$ cat config.mk
export PLATFORM = sky130hd
export DESIGN_NAME = afw_filter
export DESIGN_NICKNAME = d
export VERILOG_FILES = /design/src/logic/afw_pkg.sv /design/src/logic/afw_crc.sv /design/src/logic/afw_filter.sv /design/src/logic/afw_pattern_regs.sv
export SDC_FILE = /design/constraint.sdc
export NUM_CORES = 1
export LEC_CHECK = 0
export BUFFER_PORTS_ARGS = -buffer_cell sky130_fd_sc_hd__buf_2
export CORE_UTILIZATION = 44
export CTS_CLUSTER_DIAMETER = 200
export DETAILED_ROUTE_END_ITERATION = 8
export PLACE_DENSITY = 0.73
export SLEW_MARGIN = 40
export SYNTH_ARGS = -nofsm -noshare
export SYNTH_HDL_FRONTEND = slang
export SYNTH_HIERARCHICAL = 1
export SYNTH_SLANG_ARGS = --single-unit
$ cat constraint.sdc
create_clock -name ref_clk -period 11.7 [get_ports ref_clk]
set_input_delay 2.925 -clock ref_clk [delete_from_list [all_inputs] [get_ports ref_clk]]
set_output_delay 2.925 -clock ref_clk [all_outputs]
set_load 0.1 [all_outputs]
$ cat src/logic/afw_pkg.sv
// shared constants and types of the receive address filter and wake detector
package afw_pkg;

   // destination address
   localparam int           DA_BYTES        = 6;
   localparam int           DA_BITS         = 48;
   localparam int           DA_CNT_W        = 3;
   localparam int           MCAST_BIT       = 0;
   localparam logic [7:0]   BROADCAST_DISABLE_BYTE      = 8'hff;

   // frame byte counter, saturating
   localparam int           IDX_W           = 9;
   localparam logic [8:0]   IDX_MAX         = 9'h1ff;
   localparam logic [8:0]   IDX_LAST_DA     = 9'h005;

   // hash table
   localparam int           HASH_IDX_W      = 6;
   localparam int           HASH_SEL_BIT    = 5;
   localparam int           HASH_TOP        = 31;

   // crc engines, both shifted lsb first as bits arrive on the wire
   localparam int           CRC32_W         = 32;
   localparam logic [31:0]  CRC32_POLY      = 32'hedb88320;
   localparam logic [31:0]  CRC32_INIT      = 32'hffffffff;
   localparam int           CRC16_W         = 16;
   localparam logic [15:0]  CRC16_POLY      = 16'ha001;
   localparam logic [15:0]  CRC16_INIT      = 16'hffff;

   // wake pattern filter word layout
   localparam int           WPF_WORDS       = 8;
   localparam int           WPF_PTR_W       = 3;
   localparam int           WPF_W           = 32;
   localparam logic [31:0]  WPF_RESET       = 32'h00000000;
   localparam int           WPF_MASK0_IDX   = 0;
   localparam int           WPF_CMD_IDX     = 4;
   localparam int           WPF_OFFSET_IDX  = 5;
   localparam int           WPF_CRC01_IDX   = 6;
   localparam int           WPF_CRC23_IDX   = 7;
   localparam int           WAKE_FILTERS    = 4;
   localparam int           MASK_W          = 31;
   localparam int           CMD_FIELD_W     = 8;
   localparam int           CMD_ENABLE_BIT  = 0;
   localparam int           CMD_ADDR_TYPE_BIT = 3;
   localparam int           OFFSET_W        = 8;
   localparam int           CRC_FIELD_W     = 16;
   localparam logic [9:0]   WIN_LEN         = 10'h01f;

   typedef enum logic [1:0] {
      ST_IDLE = 2'b00,
      ST_ADDR = 2'b01,
      ST_BODY = 2'b10
   } afw_state_e;

endpackage
$ cat src/logic/afw_crc.sv
// byte-wide lsb-first crc register with load and step
module afw_crc #(
   parameter int                WIDTH = 32,
   parameter logic [WIDTH-1:0]  POLY  = '0,
   parameter logic [WIDTH-1:0]  INIT  = '1
) (
   input  wire logic             ref_clk,
   input  wire logic             rst,
   input  wire logic             start,
   input  wire logic             en,
   input  wire logic [7:0]       data,
   output logic      [WIDTH-1:0] crc
);

   logic [WIDTH-1:0] crc_q;
   logic [WIDTH-1:0] crc_d;

   function automatic logic [WIDTH-1:0] step(input logic [WIDTH-1:0] c_in,
                                             input logic [7:0]       d);
      logic [WIDTH-1:0] c;
      logic             fb;
      c = c_in;
      for (int b = 0; b < 8; b++) begin
         fb = c[0] ^ d[b];
         c  = c >> 1;
         if (fb) begin
            c = c ^ POLY;
         end
      end
      return c;
   endfunction

   always_comb begin
      logic [WIDTH-1:0] base;
      base  = start ? INIT : crc_q;
      crc_d = en ? step(base, data) : base;
   end

   always_ff @(posedge ref_clk or posedge rst) begin
      if (rst) begin
         crc_q <= INIT;
      end else begin
         crc_q <= crc_d;
      end
   end

   assign crc = crc_q;

endmodule

$ cat src/logic/afw_filter.sv
// receive destination address filter with four-pattern wakeup frame detection
// Functional notes
// first received destination bit marks multicast versus physical address.
// a frame failing the active filter is not forwarded to host buffers; broadcast_disable blocks frame_accept but not frame_pass.
// all mode bits clear: perfect station address match for every frame.
// hash-perfect only: physical perfect-matched, multicast checked in hash table.
// both hash bits set: hash table filtering for every destination.
// inverse mode accepts non-matching destinations, rejects the station address.
// promiscuous accepts every frame, broadcast included, ignoring other bits.
// pass-all-multicast accepts multicast; physical frames perfect or hash filtered.
// perfect match compares destination with the high and low station address.
// hash uses upper six crc bits indexing a 64-bit table; set passes.
// top index bit picks high or low word, five bits pick the bit.
// in wake mode normal reception stops, only pattern checking runs.
// a wakeup frame pulses the wake event and sets the received flag.
// clearing wake enable returns the block to normal reception.
// four pattern filters, each with mask, offset, command and crc-16.
// wake only when address filtering passes and the computed crc matches; the code also wakes on broadcast and, with wake_unicast_en, on any unicast.
// 31-bit byte mask; bit j includes byte offset plus j in crc.
// eight sequential writes load masks, command, offset, then two crc words.
// crc words hold two values, lower filter in the lower half.
// software programs patterns before enabling wake detection.
// broadcast wakeup frames wake even with broadcast disabled.
// wake detection runs in every power state while enabled.
// command bit 0 enables a filter, bit 3 selects multicast or unicast.
// pattern offset is an 8-bit field; zero is first destination byte.
// crc-16 over masked bytes equal to the expected value means wakeup.
// broadcast or global unicast wakes directly, else regular pass plus type.
// hash index comes from ethernet crc-32 over six destination bytes.
// decision taken after six destination bytes, applied to the whole frame.
module afw_filter (
   input  wire logic        ref_clk,
   input  wire logic        rst,
   input  wire logic        rx_valid,
   input  wire logic        rx_sof,
   input  wire logic        rx_eof,
   input  wire logic [7:0]  rx_data,
   input  wire logic        multicast_pass_all,
   input  wire logic        promiscuous_en,
   input  wire logic        inverse_filter_en,
   input  wire logic        hash_filter_en,
   input  wire logic        hash_perfect_en,
   input  wire logic        broadcast_disable,
   input  wire logic [15:0] station_address_high,
   input  wire logic [31:0] station_address_low,
   input  wire logic [31:0] hash_table_high,
   input  wire logic [31:0] hash_table_low,
   input  wire logic        wakeup_detect_enable,
   input  wire logic        wake_unicast_en,
   input  wire logic        wake_frame_rcvd_clr,
   input  wire logic        wpf_wr_en,
   input  wire logic [31:0] wpf_wr_data,
   input  wire logic        wpf_rd_en,
   input  wire logic        wpf_ptr_reset,
   output logic      [31:0] wpf_rd_data,
   output logic             frame_accept,
   output logic             frame_reject,
   output logic             frame_pass,
   output logic             wake_event,
   output logic             wake_frame_rcvd,
   output logic      [3:0]  wake_filter_hit
);

   localparam int NF = afw_pkg::WAKE_FILTERS;
   localparam int W  = afw_pkg::WPF_W;
   localparam int WPF_WORDS_BITS = afw_pkg::WPF_WORDS * afw_pkg::WPF_W;

   // frame tracking state
   afw_pkg::afw_state_e             state_q;
   afw_pkg::afw_state_e             state_d;
   logic [afw_pkg::IDX_W-1:0]       idx_q;
   logic [afw_pkg::IDX_W-1:0]       idx_d;
   logic                            da_match_q;
   logic                            da_match_d;
   logic                            broadcast_disable_q;
   logic                            broadcast_disable_d;
   logic                            mcast_q;
   logic                            mcast_d;
   logic                            decide_q;
   logic                            decide_d;
   logic                            eof_q;
   logic                            eof_d;
   logic                            decided_q;
   logic                            decided_d;
   logic                            pass_q;
   logic                            pass_d;

   // decision outputs
   logic                            accept_q;
   logic                            accept_d;
   logic                            reject_q;
   logic                            reject_d;
   logic                            wake_q;
   logic                            wake_d;
   logic                            rcvd_q;
   logic                            rcvd_d;
   logic [NF-1:0]                   hit_q;
   logic [NF-1:0]                   hit_d;

   // combinational helpers
   logic                            byte_ok;
   logic                            sof_byte;
   logic [afw_pkg::IDX_W-1:0]       cur_idx;
   logic                            in_da;
   logic [afw_pkg::DA_BITS-1:0]     station_addr;
   logic [7:0]                      sa_byte;
   logic [afw_pkg::CRC32_W-1:0]     crc32;
   logic [afw_pkg::HASH_IDX_W-1:0]  hash_idx;
   logic                            hash_hit;
   logic                            accept_now;
   logic                            pass_now;
   logic [NF-1:0]                   filt_hit;
   logic [WPF_WORDS_BITS-1:0]       words;

   afw_pattern_regs u_regs (
      .ref_clk   (ref_clk),
      .rst       (rst),
      .wr_en     (wpf_wr_en),
      .wr_data   (wpf_wr_data),
      .rd_en     (wpf_rd_en),
      .ptr_reset (wpf_ptr_reset),
      .rd_data   (wpf_rd_data),
      .words     (words)
   );

   assign byte_ok  = rx_valid && (rx_sof || (state_q != afw_pkg::ST_IDLE));
   assign sof_byte = rx_valid && rx_sof;
   assign cur_idx  = rx_sof ? '0 : idx_q;
   assign in_da    = (cur_idx <= afw_pkg::IDX_LAST_DA);

   assign station_addr = {station_address_high, station_address_low};
   assign sa_byte      = station_addr[cur_idx[afw_pkg::DA_CNT_W-1:0]*8 +: 8];

   // destination crc-32 for the hash index, six bytes only
   afw_crc #(
      .WIDTH (afw_pkg::CRC32_W),
      .POLY  (afw_pkg::CRC32_POLY),
      .INIT  (afw_pkg::CRC32_INIT)
   ) u_hash_crc (
      .ref_clk (ref_clk),
      .rst     (rst),
      .start   (sof_byte),
      .en      (byte_ok && in_da),
      .data    (rx_data),
      .crc     (crc32)
   );

   assign hash_idx = crc32[afw_pkg::HASH_TOP -: afw_pkg::HASH_IDX_W];
   // top index bit selects the word, the rest the bit within it
   assign hash_hit = hash_idx[afw_pkg::HASH_SEL_BIT] ?
                     hash_table_high[hash_idx[4:0]] :
                     hash_table_low[hash_idx[4:0]];

   // address decision, valid while decide_q
   always_comb begin
      accept_now = da_match_q;
      if (promiscuous_en) begin
         accept_now = 1'b1;
      end else if (mcast_q && multicast_pass_all) begin
         accept_now = 1'b1;
      end else if (inverse_filter_en) begin
         accept_now = !da_match_q;
      end else if (hash_filter_en && hash_perfect_en) begin
         accept_now = hash_hit;
      end else if (hash_perfect_en && mcast_q) begin
         accept_now = hash_hit;
      end
   end

   assign pass_now = decide_q ? accept_now : pass_q;

   // per-filter masked crc-16 and wake qualification
   genvar f;
   generate
      for (f = 0; f < NF; f++) begin : g_wake
         logic [afw_pkg::MASK_W-1:0]      mask;
         logic [afw_pkg::CMD_FIELD_W-1:0] cmd;
         logic [afw_pkg::OFFSET_W-1:0]    offs;
         logic [afw_pkg::CRC_FIELD_W-1:0] expect_crc;
         logic [9:0]                      rel;
         logic                            in_win;
         logic                            upd;
         logic [afw_pkg::CRC16_W-1:0]     crc16;
         logic                            crc_ok;

         assign mask = words[(afw_pkg::WPF_MASK0_IDX + f)*W +: afw_pkg::MASK_W];
         assign cmd  = words[afw_pkg::WPF_CMD_IDX*W + f*afw_pkg::CMD_FIELD_W +:
                             afw_pkg::CMD_FIELD_W];
         assign offs = words[afw_pkg::WPF_OFFSET_IDX*W + f*afw_pkg::OFFSET_W +:
                             afw_pkg::OFFSET_W];
         // lower-numbered filter sits in the lower half of each crc word
         assign expect_crc = words[(afw_pkg::WPF_CRC01_IDX + f/2)*W +
                                   (f%2)*afw_pkg::CRC_FIELD_W +: afw_pkg::CRC_FIELD_W];

         assign rel    = {1'b0, cur_idx} - {2'b00, offs};
         assign in_win = !rel[9] && (rel < afw_pkg::WIN_LEN);
         assign upd    = byte_ok && in_win && mask[rel[4:0]];

         afw_crc #(
            .WIDTH (afw_pkg::CRC16_W),
            .POLY  (afw_pkg::CRC16_POLY),
            .INIT  (afw_pkg::CRC16_INIT)
         ) u_wcrc (
            .ref_clk (ref_clk),
            .rst     (rst),
            .start   (sof_byte),
            .en      (upd),
            .data    (rx_data),
            .crc     (crc16)
         );

         assign crc_ok = (crc16 == expect_crc);
         // broadcast wakes even when broadcast is disabled for normal traffic
         assign filt_hit[f] = cmd[afw_pkg::CMD_ENABLE_BIT] && crc_ok &&
                              (broadcast_disable_q ||
                               (!mcast_q && wake_unicast_en) ||
                               (pass_now && !broadcast_disable_q &&
                                (cmd[afw_pkg::CMD_ADDR_TYPE_BIT] == mcast_q)));
      end
   endgenerate

   // frame tracking
   always_comb begin
      state_d    = state_q;
      idx_d      = idx_q;
      da_match_d = da_match_q;
      broadcast_disable_d    = broadcast_disable_q;
      mcast_d    = mcast_q;
      decided_d  = decided_q;
      pass_d     = pass_q;
      decide_d   = 1'b0;
      eof_d      = 1'b0;
      if (decide_q) begin
         pass_d    = accept_now;
         decided_d = 1'b1;
      end
      if (byte_ok) begin
         idx_d = (cur_idx == afw_pkg::IDX_MAX) ? cur_idx : cur_idx + 9'h001;
         if (rx_sof) begin
            decided_d = 1'b0;
            pass_d    = 1'b0;
            mcast_d   = rx_data[afw_pkg::MCAST_BIT];
         end
         if (in_da) begin
            da_match_d = (rx_sof || da_match_q) && (rx_data == sa_byte);
            broadcast_disable_d    = (rx_sof || broadcast_disable_q) && (rx_data == afw_pkg::BROADCAST_DISABLE_BYTE);
         end
         decide_d = (cur_idx == afw_pkg::IDX_LAST_DA);
         eof_d    = rx_eof;
         if (rx_eof) begin
            state_d = afw_pkg::ST_IDLE;
         end else if (decide_d) begin
            state_d = afw_pkg::ST_BODY;
         end else if (rx_sof) begin
            state_d = afw_pkg::ST_ADDR;
         end
      end
   end

   always_ff @(posedge ref_clk or posedge rst) begin
      if (rst) begin
         state_q    <= afw_pkg::ST_IDLE;
         idx_q      <= '0;
         da_match_q <= 1'b0;
         broadcast_disable_q    <= 1'b0;
         mcast_q    <= 1'b0;
         decide_q   <= 1'b0;
         eof_q      <= 1'b0;
         decided_q  <= 1'b0;
         pass_q     <= 1'b0;
      end else begin
         state_q    <= state_d;
         idx_q      <= idx_d;
         da_match_q <= da_match_d;
         broadcast_disable_q    <= broadcast_disable_d;
         mcast_q    <= mcast_d;
         decide_q   <= decide_d;
         eof_q      <= eof_d;
         decided_q  <= decided_d;
         pass_q     <= pass_d;
      end
   end

   // decisions and wake status; no power state input gates wake detection
   always_comb begin
      logic frame_ok;
      frame_ok = accept_now && !(broadcast_disable_q && broadcast_disable && !promiscuous_en);
      accept_d = 1'b0;
      reject_d = 1'b0;
      wake_d   = 1'b0;
      hit_d    = hit_q;
      if (decide_q) begin
         // wake mode halts normal reception; dropping the enable resumes it
         accept_d = frame_ok && !wakeup_detect_enable;
         reject_d = !accept_d;
      end else if (eof_q && !decided_q) begin
         reject_d = 1'b1;  // runt shorter than a destination address
      end
      if (eof_q && wakeup_detect_enable && (decided_q || decide_q)) begin
         wake_d = |filt_hit;
         if (|filt_hit) begin
            hit_d = filt_hit;
         end
      end
      // a new wake wins over a clear in the same cycle
      rcvd_d = wake_d || (rcvd_q && !wake_frame_rcvd_clr);
   end

   always_ff @(posedge ref_clk or posedge rst) begin
      if (rst) begin
         accept_q <= 1'b0;
         reject_q <= 1'b0;
         wake_q   <= 1'b0;
         rcvd_q   <= 1'b0;
         hit_q    <= '0;
      end else begin
         accept_q <= accept_d;
         reject_q <= reject_d;
         wake_q   <= wake_d;
         rcvd_q   <= rcvd_d;
         hit_q    <= hit_d;
      end
   end

   assign frame_accept    = accept_q;
   assign frame_reject    = reject_q;
   assign frame_pass      = pass_q && !wakeup_detect_enable;
   assign wake_event      = wake_q;
   assign wake_frame_rcvd = rcvd_q;
   assign wake_filter_hit = hit_q;

endmodule

$ cat src/logic/afw_pattern_regs.sv
// eight-word wake pattern filter store behind one sequential register
module afw_pattern_regs (
   input  wire logic                                     ref_clk,
   input  wire logic                                     rst,
   input  wire logic                                     wr_en,
   input  wire logic [afw_pkg::WPF_W-1:0]                wr_data,
   input  wire logic                                     rd_en,
   input  wire logic                                     ptr_reset,
   output logic      [afw_pkg::WPF_W-1:0]                rd_data,
   output logic      [afw_pkg::WPF_WORDS*afw_pkg::WPF_W-1:0] words
);

   logic [afw_pkg::WPF_W-1:0]     mem_q [afw_pkg::WPF_WORDS];
   logic [afw_pkg::WPF_W-1:0]     mem_d [afw_pkg::WPF_WORDS];
   logic [afw_pkg::WPF_PTR_W-1:0] ptr_q;
   logic [afw_pkg::WPF_PTR_W-1:0] ptr_d;
   logic [afw_pkg::WPF_W-1:0]     rd_q;
   logic [afw_pkg::WPF_W-1:0]     rd_d;

   // one pointer shared by reads and writes; it wraps after the eighth word
   always_comb begin
      mem_d = mem_q;
      ptr_d = ptr_q;
      rd_d  = rd_q;
      if (ptr_reset) begin
         ptr_d = '0;
      end else if (wr_en) begin
         mem_d[ptr_q] = wr_data;
         ptr_d        = ptr_q + 3'h1;
      end else if (rd_en) begin
         rd_d  = mem_q[ptr_q];
         ptr_d = ptr_q + 3'h1;
      end
   end

   always_ff @(posedge ref_clk or posedge rst) begin
      if (rst) begin
         for (int i = 0; i < afw_pkg::WPF_WORDS; i++) begin
            mem_q[i] <= afw_pkg::WPF_RESET;
         end
         ptr_q <= '0;
         rd_q  <= afw_pkg::WPF_RESET;
      end else begin
         mem_q <= mem_d;
         ptr_q <= ptr_d;
         rd_q  <= rd_d;
      end
   end

   assign rd_data = rd_q;

   genvar g;
   generate
      for (g = 0; g < afw_pkg::WPF_WORDS; g++) begin : g_words
         assign words[g*afw_pkg::WPF_W +: afw_pkg::WPF_W] = mem_q[g];
      end
   endgenerate

endmodule

==> results by group <==
Run status
  • Status: finished clean

Drt
  • DR iter-0 viols: 1862
  • Vias/cell: 6.13
  • 1st-pass router iterations: 5
  • Via Count: 19900
  • DRC: 0
  • Routed wire length: 77800 µm
  • ANT nets after route: 0
  • DR WL/cell: 24.0 µm

Critical path
  • Reg-to-Reg Start: idx_q[0]
  • Type of destination of the critical path: primary output
  • Crit path arrival time: 3600 ps
  • Critical Path Start Type: primary input
  • Crit path to: frame_pass
  • Critical Path Source: wakeup_detect_enable
  • Req. time, crit path: 8780 ps
  • CP Class: primary input to primary output
  • R2R Setup Slk: 7380 ps
  • R2r endpoint: g_wake[0].u_wcrc/crc[0]
  • Worst reg-to-reg path cell count: 14
  • Max FO, Critical Path: 3

CTS
  • Maximum level of the CTS H-tree: 2
  • CTS root buf: clkbuf_16
  • Clock Sinks: 413
  • Resized cells post-CTS: 0
  • CTS tree: built
  • Cts hold-fix bufs: 0
  • Setup bufs post-CTS: 0
  • Reg clk slew, reported paths: 60 ps
  • Skew-Pair Late Insertion Delay: 600 ps
  • Max clock buf depth: 3
  • Total CTS buffers: 46

Die
  • Initial Util: 44.8%
  • CORE AREA: 56700 µm²
  • Row count: 87
  • Die H: 242 µm
  • Num ports: 210
  • DIE AREA: 58800 µm²
  • Chip width: 242 µm

Timing
  • Max Transition Viols Final: 0
  • Fmax: 153 MHz
  • Slew margin rel.: 38.4%
  • Worst-margin pin slew: 922 ps
  • Setup TNS: 0 ps
  • Part of the cycle the worst path needs: 55.8%
  • Post-layout min period: 6530 ps
  • RSZ-0062 raised after global routing: no
  • Max Clock Skew: 24.5 ps
  • Final Hold Viols: 0
  • Finish-stage setup viols: 0

Synthesis
  • YS warnings: 6
  • Flops & latches, synth: 413
  • Synth Area in Adders: 2.04%
  • Complex-gate fraction of the synthesized area: 12.3%
  • Synth Area in Simple Gates: 8.14%
  • Synth area leader: dfrtp_1
  • Post-Syn Instances: 2303
  • Commonest register cell after synthesis: dfrtp_1
  • Main combinational cell family by area after synthesis: multiplexers
  • EDFF count, synth: 0
  • Ys async rst share: 100%
  • Synthesized net count: 2511
  • Post-Synth XOR/XNOR Area: 9.77%
  • Mux cell area share after synthesis: 22.7%
  • Synth area leaders: dfrtp_1 (31%), mux2_2 (11%), dfstp_2 (9.9%)
  • Synth unique cells: 77
  • Top-area cell type share of the netlist area: 31.2%
  • Sequential cell area fraction in the yosys report: 41.1%
  • Average size of a mapped cell: 11.0 µm²
  • Synthesized area: 25400 µm²

Placed design
  • # port buffers: 209
  • DP HPWL: 55700 µm
  • Inst Count DP: 3165
  • GPL Wtd Cong: 0.977

Cells and area
  • Final #Nets: 2666
  • Antenna fix cells: 0
  • Share of layout cells above drive strength 1: 29.6%
  • Fillers: 4955
  • Non-Filler Instances: 3246
  • Area growth syn-to-layout: 12.7%

Power and ir drop
  • Maximum VDD drop: 0.000139 V
  • LEAKAGE: 12.1 nW
  • Pwr dens: 219 nW/µm²

Global route
  • Pin count of the biggest net entering global routing: 147
  • Total gr overflow: 0
  • Vias in the first global route: 20100
  • Initial antenna violation count: 0
  • Total GRT Usage: 26.2%
  • First-pass GRT wire length: 120000 µm

Run
  • Max_cap viols: 0

Worst hold path
  • Hold Crit Class: flip-flop to flip-flop
-- cells in the mapped netlist (all sizes together), types with 77 or more instances --
cell type    n
xor2       124
inv         80
o22a        77
mux2       260
dfstp       96
dfrtp      317
nand2       80
mux2i      204
a21oi       84
nor2       133
o21ai       90
xnor2      139
-- through the flow --
stage	cell area (µm²)	hold slack, ps	power, mW	worst slack, ps	util [%]
after detailed placement	27100	492	4.72	4900	47.7
final	28700	501	6.27	5170	50.5
after global routing	28700	508	6.56	5160	50.5
after global placement	27000	486	4.63	4990	47.6
after CTS	28600	505	6.26	5180	50.5
after floorplan	25400	470	4.10	741	-
-- routing by layer --
layer	vias to the layer above	share of wire, %	track usage, %
met2	993	46	41.6
li1	8719	-	-
met4	0	5.5	13.4
met3	233	7.5	4.25
met5	-	0	0
met1	9954	41	34.4
-- worst min path at each step --
stage	from	endpoint	slack, ps	cells past startpoint
global route	u_regs/words[130]	u_regs/words[130]	510	1
detailed placement	u_regs/words[130]	u_regs/words[130]	490	1
global placement	u_regs/words[156]	u_regs/words[156]	490	1
CTS	u_regs/words[130]	u_regs/words[130]	500	1
floorplan	decided_q	decided_q	470	2
finish	u_regs/words[142]	u_regs/words[142]	500	1
-- cell families after synthesis --
family | Yosys count
buffers and inverters | 217
AOI/OAI and AO/OA | 458
muxes | 500
DFF | 413
and+or+nand+nor | 408
adders and majority gates | 39
xor gates and xnor gates | 268
-- placed cells by master (no fill, tap or decap), drive strengths merged, types with 66 or more instances in the layout --
| master | count |
|---|---|
| a21oi | 84 |
| buf | 239 |
| clkbuf | 66 |
| dfrtp | 317 |
| dfstp | 96 |
| inv | 80 |
| mux2 | 260 |
| mux2i | 204 |
| nand2 | 80 |
| nor2 | 133 |
| o21ai | 90 |
| o22a | 77 |
| xnor2 | 139 |
| xor2 | 124 |
-- worst max-delay path, stage by stage --
cell and delay [ps]:
buf_2 130, nor2b_1 110, buf_2 440
-- layout make-up --
class | instances | area (µm²) | area share [%]
Clock buffer | 66 | 1320 | 4.60
Tap cell | 756 | 946 | 3.30
Sequential cell | 413 | 10500 | 36.5
Clock inverter | 14 | 251 | 0.878
Inverter | 85 | 333 | 1.16
Timing Repair Buffer | 239 | 1300 | 4.55
Multi-Input combinational cell | 1673 | 14000 | 49.0
-- report_power, final --
part / switching (mW) / internal [mW]
Clock: 0.619 / 0.896
Sequential: 0.476 / 1.88
Combinational: 1.32 / 1.07
-- sequential cells by signal, indices dropped and copies added, names as in the netlist, 2 cells and up --
register	flops
u_regs/ptr_q	3
idx_q	9
wake_filter_hit	4
state_q	2
u_regs/words	256
g_wake.u_wcrc/crc	64
u_regs/rd_data	32
u_hash_crc/crc	32
(Power assumes the default switching activity.)
